==> config.mk <==
export PLATFORM = sky130hd
export DESIGN_NAME = ebm_config
export DESIGN_NICKNAME = d
export VERILOG_FILES = /design/src/pkg/ebm_pkg.sv /design/src/hdl/ebm_config.sv
export SDC_FILE = /design/constraint.sdc
export NUM_CORES = 1
export LEC_CHECK = 0
export ABC_AREA = 1
export ABC_CLOCK_PERIOD_IN_PS = 2200
export BUFFER_PORTS_ARGS = -buffer_cell sky130_fd_sc_hd__buf_2
export CAP_MARGIN = 20
export CORE_MARGIN = 1.5
export CORE_UTILIZATION = 35
export DETAILED_ROUTE_END_ITERATION = 8
export MAX_ROUTING_LAYER = met4
export PLACE_DENSITY = 0.6
export SLEW_MARGIN = 40
export SYNTH_ARGS = -nofsm -noshare
export SYNTH_HDL_FRONTEND = slang
export SYNTH_SLANG_ARGS = --single-unit
==> constraint.sdc <==
create_clock -name ref_clk -period 2.2 [get_ports ref_clk]
set_input_delay 0.44 -clock ref_clk [delete_from_list [all_inputs] [get_ports ref_clk]]
set_output_delay 0.44 -clock ref_clk [all_outputs]
set_load 0.05 [all_outputs]
==> src/pkg/ebm_pkg.sv <==
// package for the external bus mode configuration block
`default_nettype none
package ebm_pkg;
  // bus-type field encodings
  localparam logic [1:0] BUS_TYPE_SINGLE = 2'h0;
  localparam logic [1:0] BUS_TYPE_MUX8   = 2'h1;
  localparam logic [1:0] BUS_TYPE_MUX16  = 2'h2;
  localparam logic [1:0] BUS_TYPE_DMX16  = 2'h3;
  // configuration register field positions
  localparam int BUS_TYPE_LSB_POS  = 6;
  localparam int BUS_TYPE_MSB_POS  = 7;
  localparam int ROM_ENABLE_POS    = 12;
  localparam int SEG_DISABLE_POS   = 11;
  localparam int BYTE_DISABLE_POS  = 9;
  // timing field: slowest setting after reset
  localparam int TIMING_LSB_POS    = 0;
  localparam logic [5:0] TIMING_SLOWEST = 6'h3F;
  localparam logic [5:0] TIMING_RESET   = TIMING_SLOWEST;
  localparam logic [17:0] START_ADDR    = 18'h00000;
  // internal-only windows
  localparam logic [17:0] SFR_BASE      = 18'h0FA00;
  localparam logic [17:0] SFR_LAST      = 18'h0FFFF;
  localparam logic [17:0] ROM_LAST      = 18'h01FFF;
  // bus phase timing in cycles
  localparam int ADDR_CYCLES   = 2;
  localparam int STROBE_CYCLES = 2;

  typedef struct packed {
    logic [1:0] busType;
    logic       romEnable;
    logic       segDisable;
    logic       byteDisable;
    logic [5:0] timing;
  } ebm_cfg_type;

  typedef struct packed {
    logic [17:0] addr;
    logic [15:0] wdata;
    logic        write;
    logic        isWord;
  } ebm_req_type;
endpackage : ebm_pkg
`default_nettype wire

==> src/hdl/ebm_config.sv <==
// external bus mode configuration, byte select and access sequencer
`default_nettype none
module ebm_config
  import ebm_pkg::*;
(
  input  wire logic        ref_clk,
  input  wire logic        rst_b,
  input  wire logic        busStrapLow,
  input  wire logic        busStrapHigh,
  input  wire logic        cfgWrite,
  input  wire logic [15:0] cfgWdata,
  output logic      [15:0] cfgRdata,
  input  wire ebm_req_type req,
  input  wire logic        reqValid,
  output logic             reqReady,
  output logic             reqDone,
  output logic      [15:0] rdData,
  output logic             trapPulse,
  output logic      [17:0] instrPointer,
  output logic             romEnable,
  output logic      [5:0]  timingParams,
  output logic      [15:0] port0Out,
  output logic      [15:0] port0Oe,
  input  wire logic [15:0] port0In,
  output logic      [15:0] port1Out,
  output logic             port1Oe,
  output logic      [1:0]  port4Seg,
  output logic             port4SegOe,
  output logic             addrLatchStrobe,
  output logic             readStrobeN,
  output logic             writeStrobeN,
  output logic             byteHighEnableN,
  output logic             byteHighOe
);

  typedef enum logic [3:0] {
    ST_IDLE   = 4'h1,
    ST_ADDR   = 4'h2,
    ST_STROBE = 4'h4,
    ST_NEXT   = 4'h8
  } ebm_state_type;

  // configuration state
  ebm_cfg_type cfg_q, cfg_d;
  logic        captured_q, captured_d;
  logic        singleAtReset_q, singleAtReset_d;

  // strap capture on the first edge after release, never under reset
  always_comb
  begin
    cfg_d = cfg_q;
    captured_d = 1'b1;
    singleAtReset_d = singleAtReset_q;
    if (!captured_q)
    begin
      cfg_d.busType = {busStrapHigh, busStrapLow};
      cfg_d.romEnable = ({busStrapHigh, busStrapLow} == BUS_TYPE_SINGLE);
      singleAtReset_d = ({busStrapHigh, busStrapLow} == BUS_TYPE_SINGLE);
    end
    else if (cfgWrite)
    begin
      // rom enable untouched by software
      if (singleAtReset_q)
        cfg_d.busType = cfgWdata[BUS_TYPE_MSB_POS:BUS_TYPE_LSB_POS];
      cfg_d.segDisable = cfgWdata[SEG_DISABLE_POS];
      cfg_d.byteDisable = cfgWdata[BYTE_DISABLE_POS];
      cfg_d.timing = cfgWdata[TIMING_LSB_POS +: 6];
    end
  end

  // straps ignored once captured_q is set
  always_ff @(posedge ref_clk or negedge rst_b)
  begin
    if (!rst_b)
    begin
      cfg_q <= '{busType: BUS_TYPE_SINGLE, romEnable: 1'b0, segDisable: 1'b0,
                 byteDisable: 1'b0, timing: TIMING_RESET};
      captured_q <= 1'b0;
      singleAtReset_q <= 1'b0;
    end
    else
    begin
      cfg_q <= cfg_d;
      captured_q <= captured_d;
      singleAtReset_q <= singleAtReset_d;
    end
  end

  // readback image of the configuration register
  always_comb
  begin
    cfgRdata = 16'h0000;
    cfgRdata[BUS_TYPE_MSB_POS:BUS_TYPE_LSB_POS] = cfg_q.busType;
    cfgRdata[ROM_ENABLE_POS] = cfg_q.romEnable;
    cfgRdata[SEG_DISABLE_POS] = cfg_q.segDisable;
    cfgRdata[BYTE_DISABLE_POS] = cfg_q.byteDisable;
    cfgRdata[TIMING_LSB_POS +: 6] = cfg_q.timing;
  end

  assign romEnable = cfg_q.romEnable;
  assign timingParams = cfg_q.timing;
  assign instrPointer = START_ADDR;

  // mode decode
  logic isSingle, isMux8, is16, isMux;
  assign isSingle = (cfg_q.busType == BUS_TYPE_SINGLE);
  assign isMux8 = (cfg_q.busType == BUS_TYPE_MUX8);
  assign is16 = (cfg_q.busType == BUS_TYPE_MUX16) || (cfg_q.busType == BUS_TYPE_DMX16);
  assign isMux = isMux8 || (cfg_q.busType == BUS_TYPE_MUX16);
  logic bheActive;
  assign bheActive = is16 && !cfg_q.byteDisable;

  // internal window test: sfr space always, rom low space when enabled
  logic isInternal;
  assign isInternal = (req.addr >= SFR_BASE && req.addr <= SFR_LAST) ||
                      (cfg_q.romEnable && req.addr <= ROM_LAST);

  // access sequencer
  ebm_state_type state_q, state_d;
  ebm_req_type   cur_q, cur_d;
  logic [2:0]    cnt_q, cnt_d;
  logic          second_q, second_d;
  logic [15:0]   rd_q, rd_d;
  logic          done_q, done_d;
  logic          trap_q, trap_d;
  logic [17:0]   curAddr;

  // second mux8 byte goes to the next address
  assign curAddr = second_q ? (cur_q.addr | 18'h00001) : cur_q.addr;
  assign reqReady = (state_q == ST_IDLE);

  always_comb
  begin
    state_d = state_q;
    cur_d = cur_q;
    cnt_d = cnt_q;
    second_d = second_q;
    rd_d = rd_q;
    done_d = 1'b0;
    trap_d = 1'b0;
    case (state_q)
      ST_IDLE:
        if (reqValid && !isInternal)
        begin
          if (isSingle)
            trap_d = 1'b1;
          else
          begin
            cur_d = req;
            cur_d.isWord = req.isWord && !req.addr[0];
            second_d = 1'b0;
            cnt_d = 3'(ADDR_CYCLES);
            state_d = ST_ADDR;
          end
        end
      ST_ADDR:
        if (cnt_q == 3'h1)
        begin
          cnt_d = 3'(STROBE_CYCLES);
          state_d = ST_STROBE;
        end
        else
          cnt_d = cnt_q - 3'h1;
      ST_STROBE:
        if (cnt_q == 3'h1)
        begin
          if (!cur_q.write)
          begin
            if (isMux8 && second_q)
              rd_d[15:8] = port0In[7:0];
            else if (isMux8)
              rd_d = {8'h00, port0In[7:0]};
            else
              rd_d = port0In;
          end
          if (isMux8 && cur_q.isWord && !second_q)
          begin
            second_d = 1'b1;
            state_d = ST_NEXT;
          end
          else
          begin
            done_d = 1'b1;
            state_d = ST_IDLE;
          end
        end
        else
          cnt_d = cnt_q - 3'h1;
      ST_NEXT:
      begin
        cnt_d = 3'(ADDR_CYCLES);
        state_d = ST_ADDR;
      end
      default:
        state_d = ST_IDLE;
    endcase
  end

  always_ff @(posedge ref_clk or negedge rst_b)
  begin
    if (!rst_b)
    begin
      state_q <= ST_IDLE;
      cur_q <= '0;
      cnt_q <= 3'h0;
      second_q <= 1'b0;
      rd_q <= 16'h0000;
      done_q <= 1'b0;
      trap_q <= 1'b0;
    end
    else
    begin
      state_q <= state_d;
      cur_q <= cur_d;
      cnt_q <= cnt_d;
      second_q <= second_d;
      rd_q <= rd_d;
      done_q <= done_d;
      trap_q <= trap_d;
    end
  end

  assign reqDone = done_q;
  assign rdData = rd_q;
  assign trapPulse = trap_q;

  // pin drive; single chip leaves every pin to general purpose control
  logic        busy;
  logic [15:0] wordOut;
  assign busy = (state_q == ST_ADDR) || (state_q == ST_STROBE);
  always_comb
  begin
    wordOut = cur_q.wdata;
    if (isMux8)
      wordOut = {8'h00, second_q ? cur_q.wdata[15:8] : cur_q.wdata[7:0]};
    else if (!cur_q.isWord)
      wordOut = curAddr[0] ? {2{cur_q.wdata[15:8]}} : {2{cur_q.wdata[7:0]}};
  end

  always_comb
  begin
    port0Out = 16'h0000;
    port0Oe = 16'h0000;
    port1Out = 16'h0000;
    port1Oe = 1'b0;
    addrLatchStrobe = 1'b0;
    readStrobeN = 1'b1;
    writeStrobeN = 1'b1;
    if (busy && !isSingle)
    begin
      if (isMux)
      begin
        port0Out = curAddr[15:0];
        port0Oe = 16'hFFFF;
        // strobe in the first address cycle; address held one more cycle
        addrLatchStrobe = (state_q == ST_ADDR) && (cnt_q == 3'(ADDR_CYCLES));
        if (state_q == ST_STROBE)
        begin
          port0Out = isMux8 ? {curAddr[15:8], wordOut[7:0]} : wordOut;
          port0Oe = cur_q.write ? 16'hFFFF : (isMux8 ? 16'hFF00 : 16'h0000);
        end
      end
      else
      begin
        port1Out = curAddr[15:0];
        port1Oe = 1'b1;
        port0Out = wordOut;
        port0Oe = (cur_q.write && state_q == ST_STROBE) ? 16'hFFFF : 16'h0000;
      end
      readStrobeN = !(state_q == ST_STROBE && !cur_q.write);
      writeStrobeN = !(state_q == ST_STROBE && cur_q.write);
    end
  end

  // segment bits and byte-high select
  assign port4SegOe = !isSingle && !cfg_q.segDisable;
  assign port4Seg = port4SegOe ? curAddr[17:16] : 2'h0;
  assign byteHighOe = bheActive;
  // low-only byte access deasserts high select; never with A0 high
  assign byteHighEnableN = bheActive && busy && !cur_q.isWord && !curAddr[0];

endmodule // ebm_config
`default_nettype wire

### Yosys cells after proc, flatten, opt, wreduce, memory -nomap -nowiden

Index checks and enable logic that the tools add are counted.

| word-level totals | value |
|---|---|
| register bits after elaboration | 74 |
| bits of input ports | 74 |
| output and inout bits | 117 |
| word-level logic and storage cells | 135 |

| operators by class | value |
|---|---|
| $add $sub $neg | 1 |
| order comparisons | 3 |
| equality and inequality tests | 17 |
| mux-type cells | 51 |
| bitwise gates (word level) | 3 |
| reduce and logical (&&, ||, !) cells | 43 |

Operators with widths:

| operator | count |
|---|---|
| 2-to-1 mux 16 bit | 16 |
| 2-to-1 mux 4 bit | 5 |
| >= comparator 18 x 16 -> 1 bit (second input constant) | 1 |
| less-or-equal comparator 18 x 13 -> 1 bit (second input constant) | 1 |
| less-or-equal comparator 18 x 16 -> 1 bit (second input constant) | 1 |
| 2-to-1 mux 1 bit | 17 |
| logical AND 1 bit | 16 |
| 2-to-1 mux 8 bit | 2 |
| one-hot mux 4 bit (4 select lines) | 1 |
| 2-to-1 mux 3 bit | 4 |
| inequality test 2 bit (second input constant) | 6 |
| one-hot mux 3 bit (4 select lines) | 1 |
| AND reduction 4 bit | 3 |
| zero test 1 bit | 11 |
| 2-to-1 mux 2 bit | 4 |
| AND reduction 3 bit | 2 |
| AND reduction 5 bit | 1 |
| equality test 2 bit (second input constant) | 2 |
| equality test 4 x 1 -> 1 bit (second input constant) | 1 |
| equality test 4 x 2 -> 1 bit (second input constant) | 1 |
| equality test 4 x 3 -> 1 bit (second input constant) | 1 |
| equality test 4 bit (second input constant) | 1 |
| zero test 2 bit | 2 |
| logical OR 1 bit | 4 |
| other kinds (10) | 14 |

### Longest topological paths before layout

| depth | value |
|---|---|
| depth after elaboration | 8 |
| gate-level depth with buffers | 11 |
| gate-level depth less buffers | 10 |

### Worst setup path after synthesis

OpenSTA, ideal clock, no wires.

| path | value |
|---|---|
| path type | reg2out |
| start | register cfg_q (netlist bit cfgRdata[6]) |
| end | output port1Out[0] |
| arrival | 3.008 ns |
| required time | 1.760 ns |
| path slack | -1.248 ns |
| stages on the path, launching flop included | 8 |
| path buffers | 0 |
| path through | dfrtp_1 inv_1 ha_1 inv_1 nand2_1 nor2_1 inv_1 nor2_1 |

| on the way | value |
|---|---|
| word-level cells in the longest chain between the ends | 4 |
| elaborated cells on any way between the ends | 8 |
| those cells by class | eq/ne (2); mux (2); reduce/logical (4) |

Ends and longest elaborated chain:

| what | line | text |
|---|---|---|
| start: declaration | ebm_config.sv:44 | `ebm_cfg_type cfg_q, cfg_d;` |
| start signal: assignment | ebm_config.sv:76 | `cfg_q <= '{busType: BUS_TYPE_SINGLE, romEnable: 1'b0, segDisable: 1'b0,` |
| start signal: assignment | ebm_config.sv:83 | `cfg_q <= cfg_d;` |
| equality test 2 x 1 -> 1 bit, or another cell as far along | ebm_config.sv:107 | `assign isMux8 = (cfg_q.busType == BUS_TYPE_MUX8);` |
| logical OR 1 bit / zero test 1 bit (equally long branches) | ebm_config.sv:109, ebm_config.sv:249 |  |
| 2-to-1 mux 16 bit / logical AND 1 bit (equally long branches) | ebm_config.sv:251, ebm_config.sv:249 |  |
| 2-to-1 mux 16 bit (*) | ebm_config.sv:249 | `if (busy && !isSingle)` |
| end: declaration | ebm_config.sv:25 | `output logic [15:0] port1Out,` |

Every way passes the cells marked *; elsewhere a longest branch is shown, timed or not.

### Worst setup path after layout

| path | value |
|---|---|
| start | register cfg_q (netlist bit cfgRdata[7]) |
| end | output port0Oe[10] |

| on the way | value |
|---|---|
| word-level cells in the longest chain between the ends | 6 |
| elaborated cells on any way between the ends | 11 |
| those cells by class | eq/ne (2); mux (5); reduce/logical (4) |

Ends and longest elaborated chain:

| what | line | text |
|---|---|---|
| equality test 2 x 1 -> 1 bit | ebm_config.sv:107 |  |
| 2-to-1 mux 16 bit (2 in series) | ebm_config.sv:260 | `port0Oe = cur_q.write ? 16'hFFFF : (isMux8 ? 16'hFF00 : 16'h0000);` |
| 2-to-1 mux 16 bit | ebm_config.sv:257 | `if (state_q == ST_STROBE)` |
| 2-to-1 mux 16 bit | ebm_config.sv:251 | `if (isMux)` |
| 2-to-1 mux 16 bit (*) | ebm_config.sv:249 |  |
| end: declaration | ebm_config.sv:23 | `output logic [15:0] port0Oe,` |

Marked as above.

==> metrics.txt <==
Setup crit start kind flop; layout cell share with drive strength beyond 1 40.8%; yosys warns 0; starting density of the core 36.4%; drt total wl 12.6 mm; prevailing post-synth register cell dfrtp_1; Switch Pwr 3.52 mW; Skew-Pair Late Insertion Delay 0.34 ns; antenna violations before repair 0; Post-synth EDFFs 0; critical path class flop to output port; Die Width 115 um; Async SR Flop Fraction 100%; post-route setup slack -0.187 ns; unique cell type count in the Yosys netlist 37; register bit total from synthesis 74; drt wl/cell 13.6 um; CTS sink cnt 74; CTS Hold Bufs 0; Synth Area per Inst 7.58 um2; IO buf count 161; slew margin rel. 63.3%; Setup TNS -5.07 ns; TritonCTS buffer count 9; clock root buffer clkbuf_16; Worst Skew 0.0107 ns; Vias/cell 4.59; CP endpoint kind output port; synthesized cell area 4420 um2; setup violators final 40; Worst path max stage delay 0.36 ns; DIE AREA 13,300 um2; CP required 1.76 ns; Area growth syn-to-layout 48.0%; design area 6550 um2; TritonRoute pass-1 iters 6; Crit path top cell by count buf_6; maxcap violations 0; synth top area cells dfrtp_1 (38%), nand2_1 (12%), buf_4 (7.8%), inv_1 (6.9%), nor2_1 (5.0%); commonest non-fill, non-tap cell in the layout nand2_1; Pwr Total 7.46 mW; Peak VDD IR 0.383 mV; GRT overflow 0; Peak Freq 419 MHz; Worst-path clk slew 0.06 ns; post-DP HPWL 8.92 mm; CTS H-tree depth 3; RSZ-0062 raised after global routing yes; final worst-path cycle share 108%; final hold vios 0; Min-Delay Path Class input port to asynchronous set/reset pin; post-route ant nets 0; Clock power frac 19.1%; vias in the first global route 4,072; first-pass GRT wire length 19.5 mm; post-synth top area share 37.9%; Worst Path Arrival 1.95 ns; Core Rows 40; crit-path cells inv_2 > buf_6 > ha_4 > o21ai_2 > buf_6 > a21oi_4 > buf_6 > buf_8; Tmin final 2.39 ns; combinational power share 53.4%; Max clock buf depth 2; GPL Wtd Cong 0.854; Global Route Usage Sum 19.4%; failing checks setup timing; largest net degree at the start of global routing 53; dpl ws -0.0390 ns; Starting DRT DRC Count 179; critical path's slowest cell dfrtp_2; sw frac 47.2%; number of vias in the routed layout 4,253; Seq pwr share 27.5%; cell family with most CP delay buffers and inverters; fin nets 834; placed inst area 5510 um2; Least-Margin Pin Slew 0.551 ns; CP max FO 6; hold slack 0.0891 ns; PD cells 1140 nW/um2; CTS tree yes; core box area 12,200 um2; crit path buf inv count 5; Static Leak 3.32 nW; fin util 53.8%; Die Span Y 115 um; internal power 3.94 mW; max-slew violations 0; sequential fraction of the synthesis area 42.1%; most frequent cells in the layout nand2_1 (129), buf_2 (109), inv_1 (69), dfrtp_1 (65), nor2_1 (36); Syn Inst Count 584; Synth area leader dfrtp_1; I/O pins 191; DR DRC count 0; Non-Filler Instances 927; status complete, but fails checks; Placed Cells incl. Taps 894; Reg2Reg Setup Slack 0.44 ns
final cells by class:
cell class | instances | area, um2
clock buffer | 11 | 253
sequential | 74 | 1860
multi-input combinational | 385 | 2240
antenna | 1 | 2.50
inverter | 87 | 353
timing repair buffer | 196 | 1590
clock inverter | 5 | 37.5
fill | 1123 | 5610
tap | 168 | 210
power groups by stage:
stage	Sequential (mW)	Clock [mW]	Combinational (mW)
final	2.05	1.42	3.98
after detailed placement	2.06	0	3.38
after global routing	2.10	1.51	4.30
after global placement	2.04	0	3.34
after floorplan	2.12	0	2.62
after CTS	2.04	1.45	3.83
metal layers:
metal | up-vias | track usage (%) | wire [um]
met5 | - | - | 0
met4 | 0 | 7.08 | 212
met3 | 14 | 2.88 | 509
met2 | 121 | 33.1 | 6420
met1 | 1994 | 23.4 | 5420
li1 | 2124 | - | -
cell families after synthesis:
logic type | count (synthesis) | synth area share (%)
compound gates | 98 | 12.5
fa+ha+maj | 7 | 1.98
xor+xnor | 1 | 0.198
simple gates | 246 | 23.9
flops | 74 | 42.1
buf+inv | 148 | 17.2
mux | 8 | 2.04
other cells | 2 | 0.170
worst register-to-register path, stage by stage (launching register included):
cell and delay [ns]:
dfrtp_1 0.40, nor2_2 0.15, nand2_2 0.12, buf_12 0.17, buf_6 0.14, nor2_4 0.11
nand2_4 0.14, nor2_8 0.26, nor2_1 0.07, a21oi_1 0.13
repair_timing:
action / 4_1_cts / 5_1_grt
endpoints found under the setup margin: 49 / 50
pin swaps: 13 / 8
resized for setup: 129 / 43
cloned: 1 / 1
setup buffers: 9 / 5
flip-flops by register name (all words and copies together) (netlist names), 3 cells and up:
register	flops
rdData	16
state_q	4
cur_q	36
cnt_q	3
timingParams	6
cfgRdata	4
final timing paths:
| check | end | from | depth (start not counted) |
|---|---|---|---|
| worst min register to register | timingParams[4] | timingParams[4] | 2 |
| worst max-delay path | port0Oe[10] | cfgRdata[7] | 8 |
| min in group ref_clk | timingParams[1] | cfgWdata[1] | 3 |
| worst max register to register | rdData[5] | state_q[1] | 9 |
| worst min-delay path | captured_q | rst_b | 1 |
| max in group asynchronous | state_q[0] | rst_b | 2 |
Yosys cell counts, drive strengths merged (2+ instances only):
library cell and n:
buf 59, nand4 13, dfrtp 67, clkinv 4, clkbuf 2, o22ai 8
mux2 8, nor2 63, o21ai 34, nor3b 2, ha 7, nand2 144
conb 2, nand3 21, o211ai 10, dfstp 7, inv 83, a21oi 44
Power figures use the tool's default switching activity.
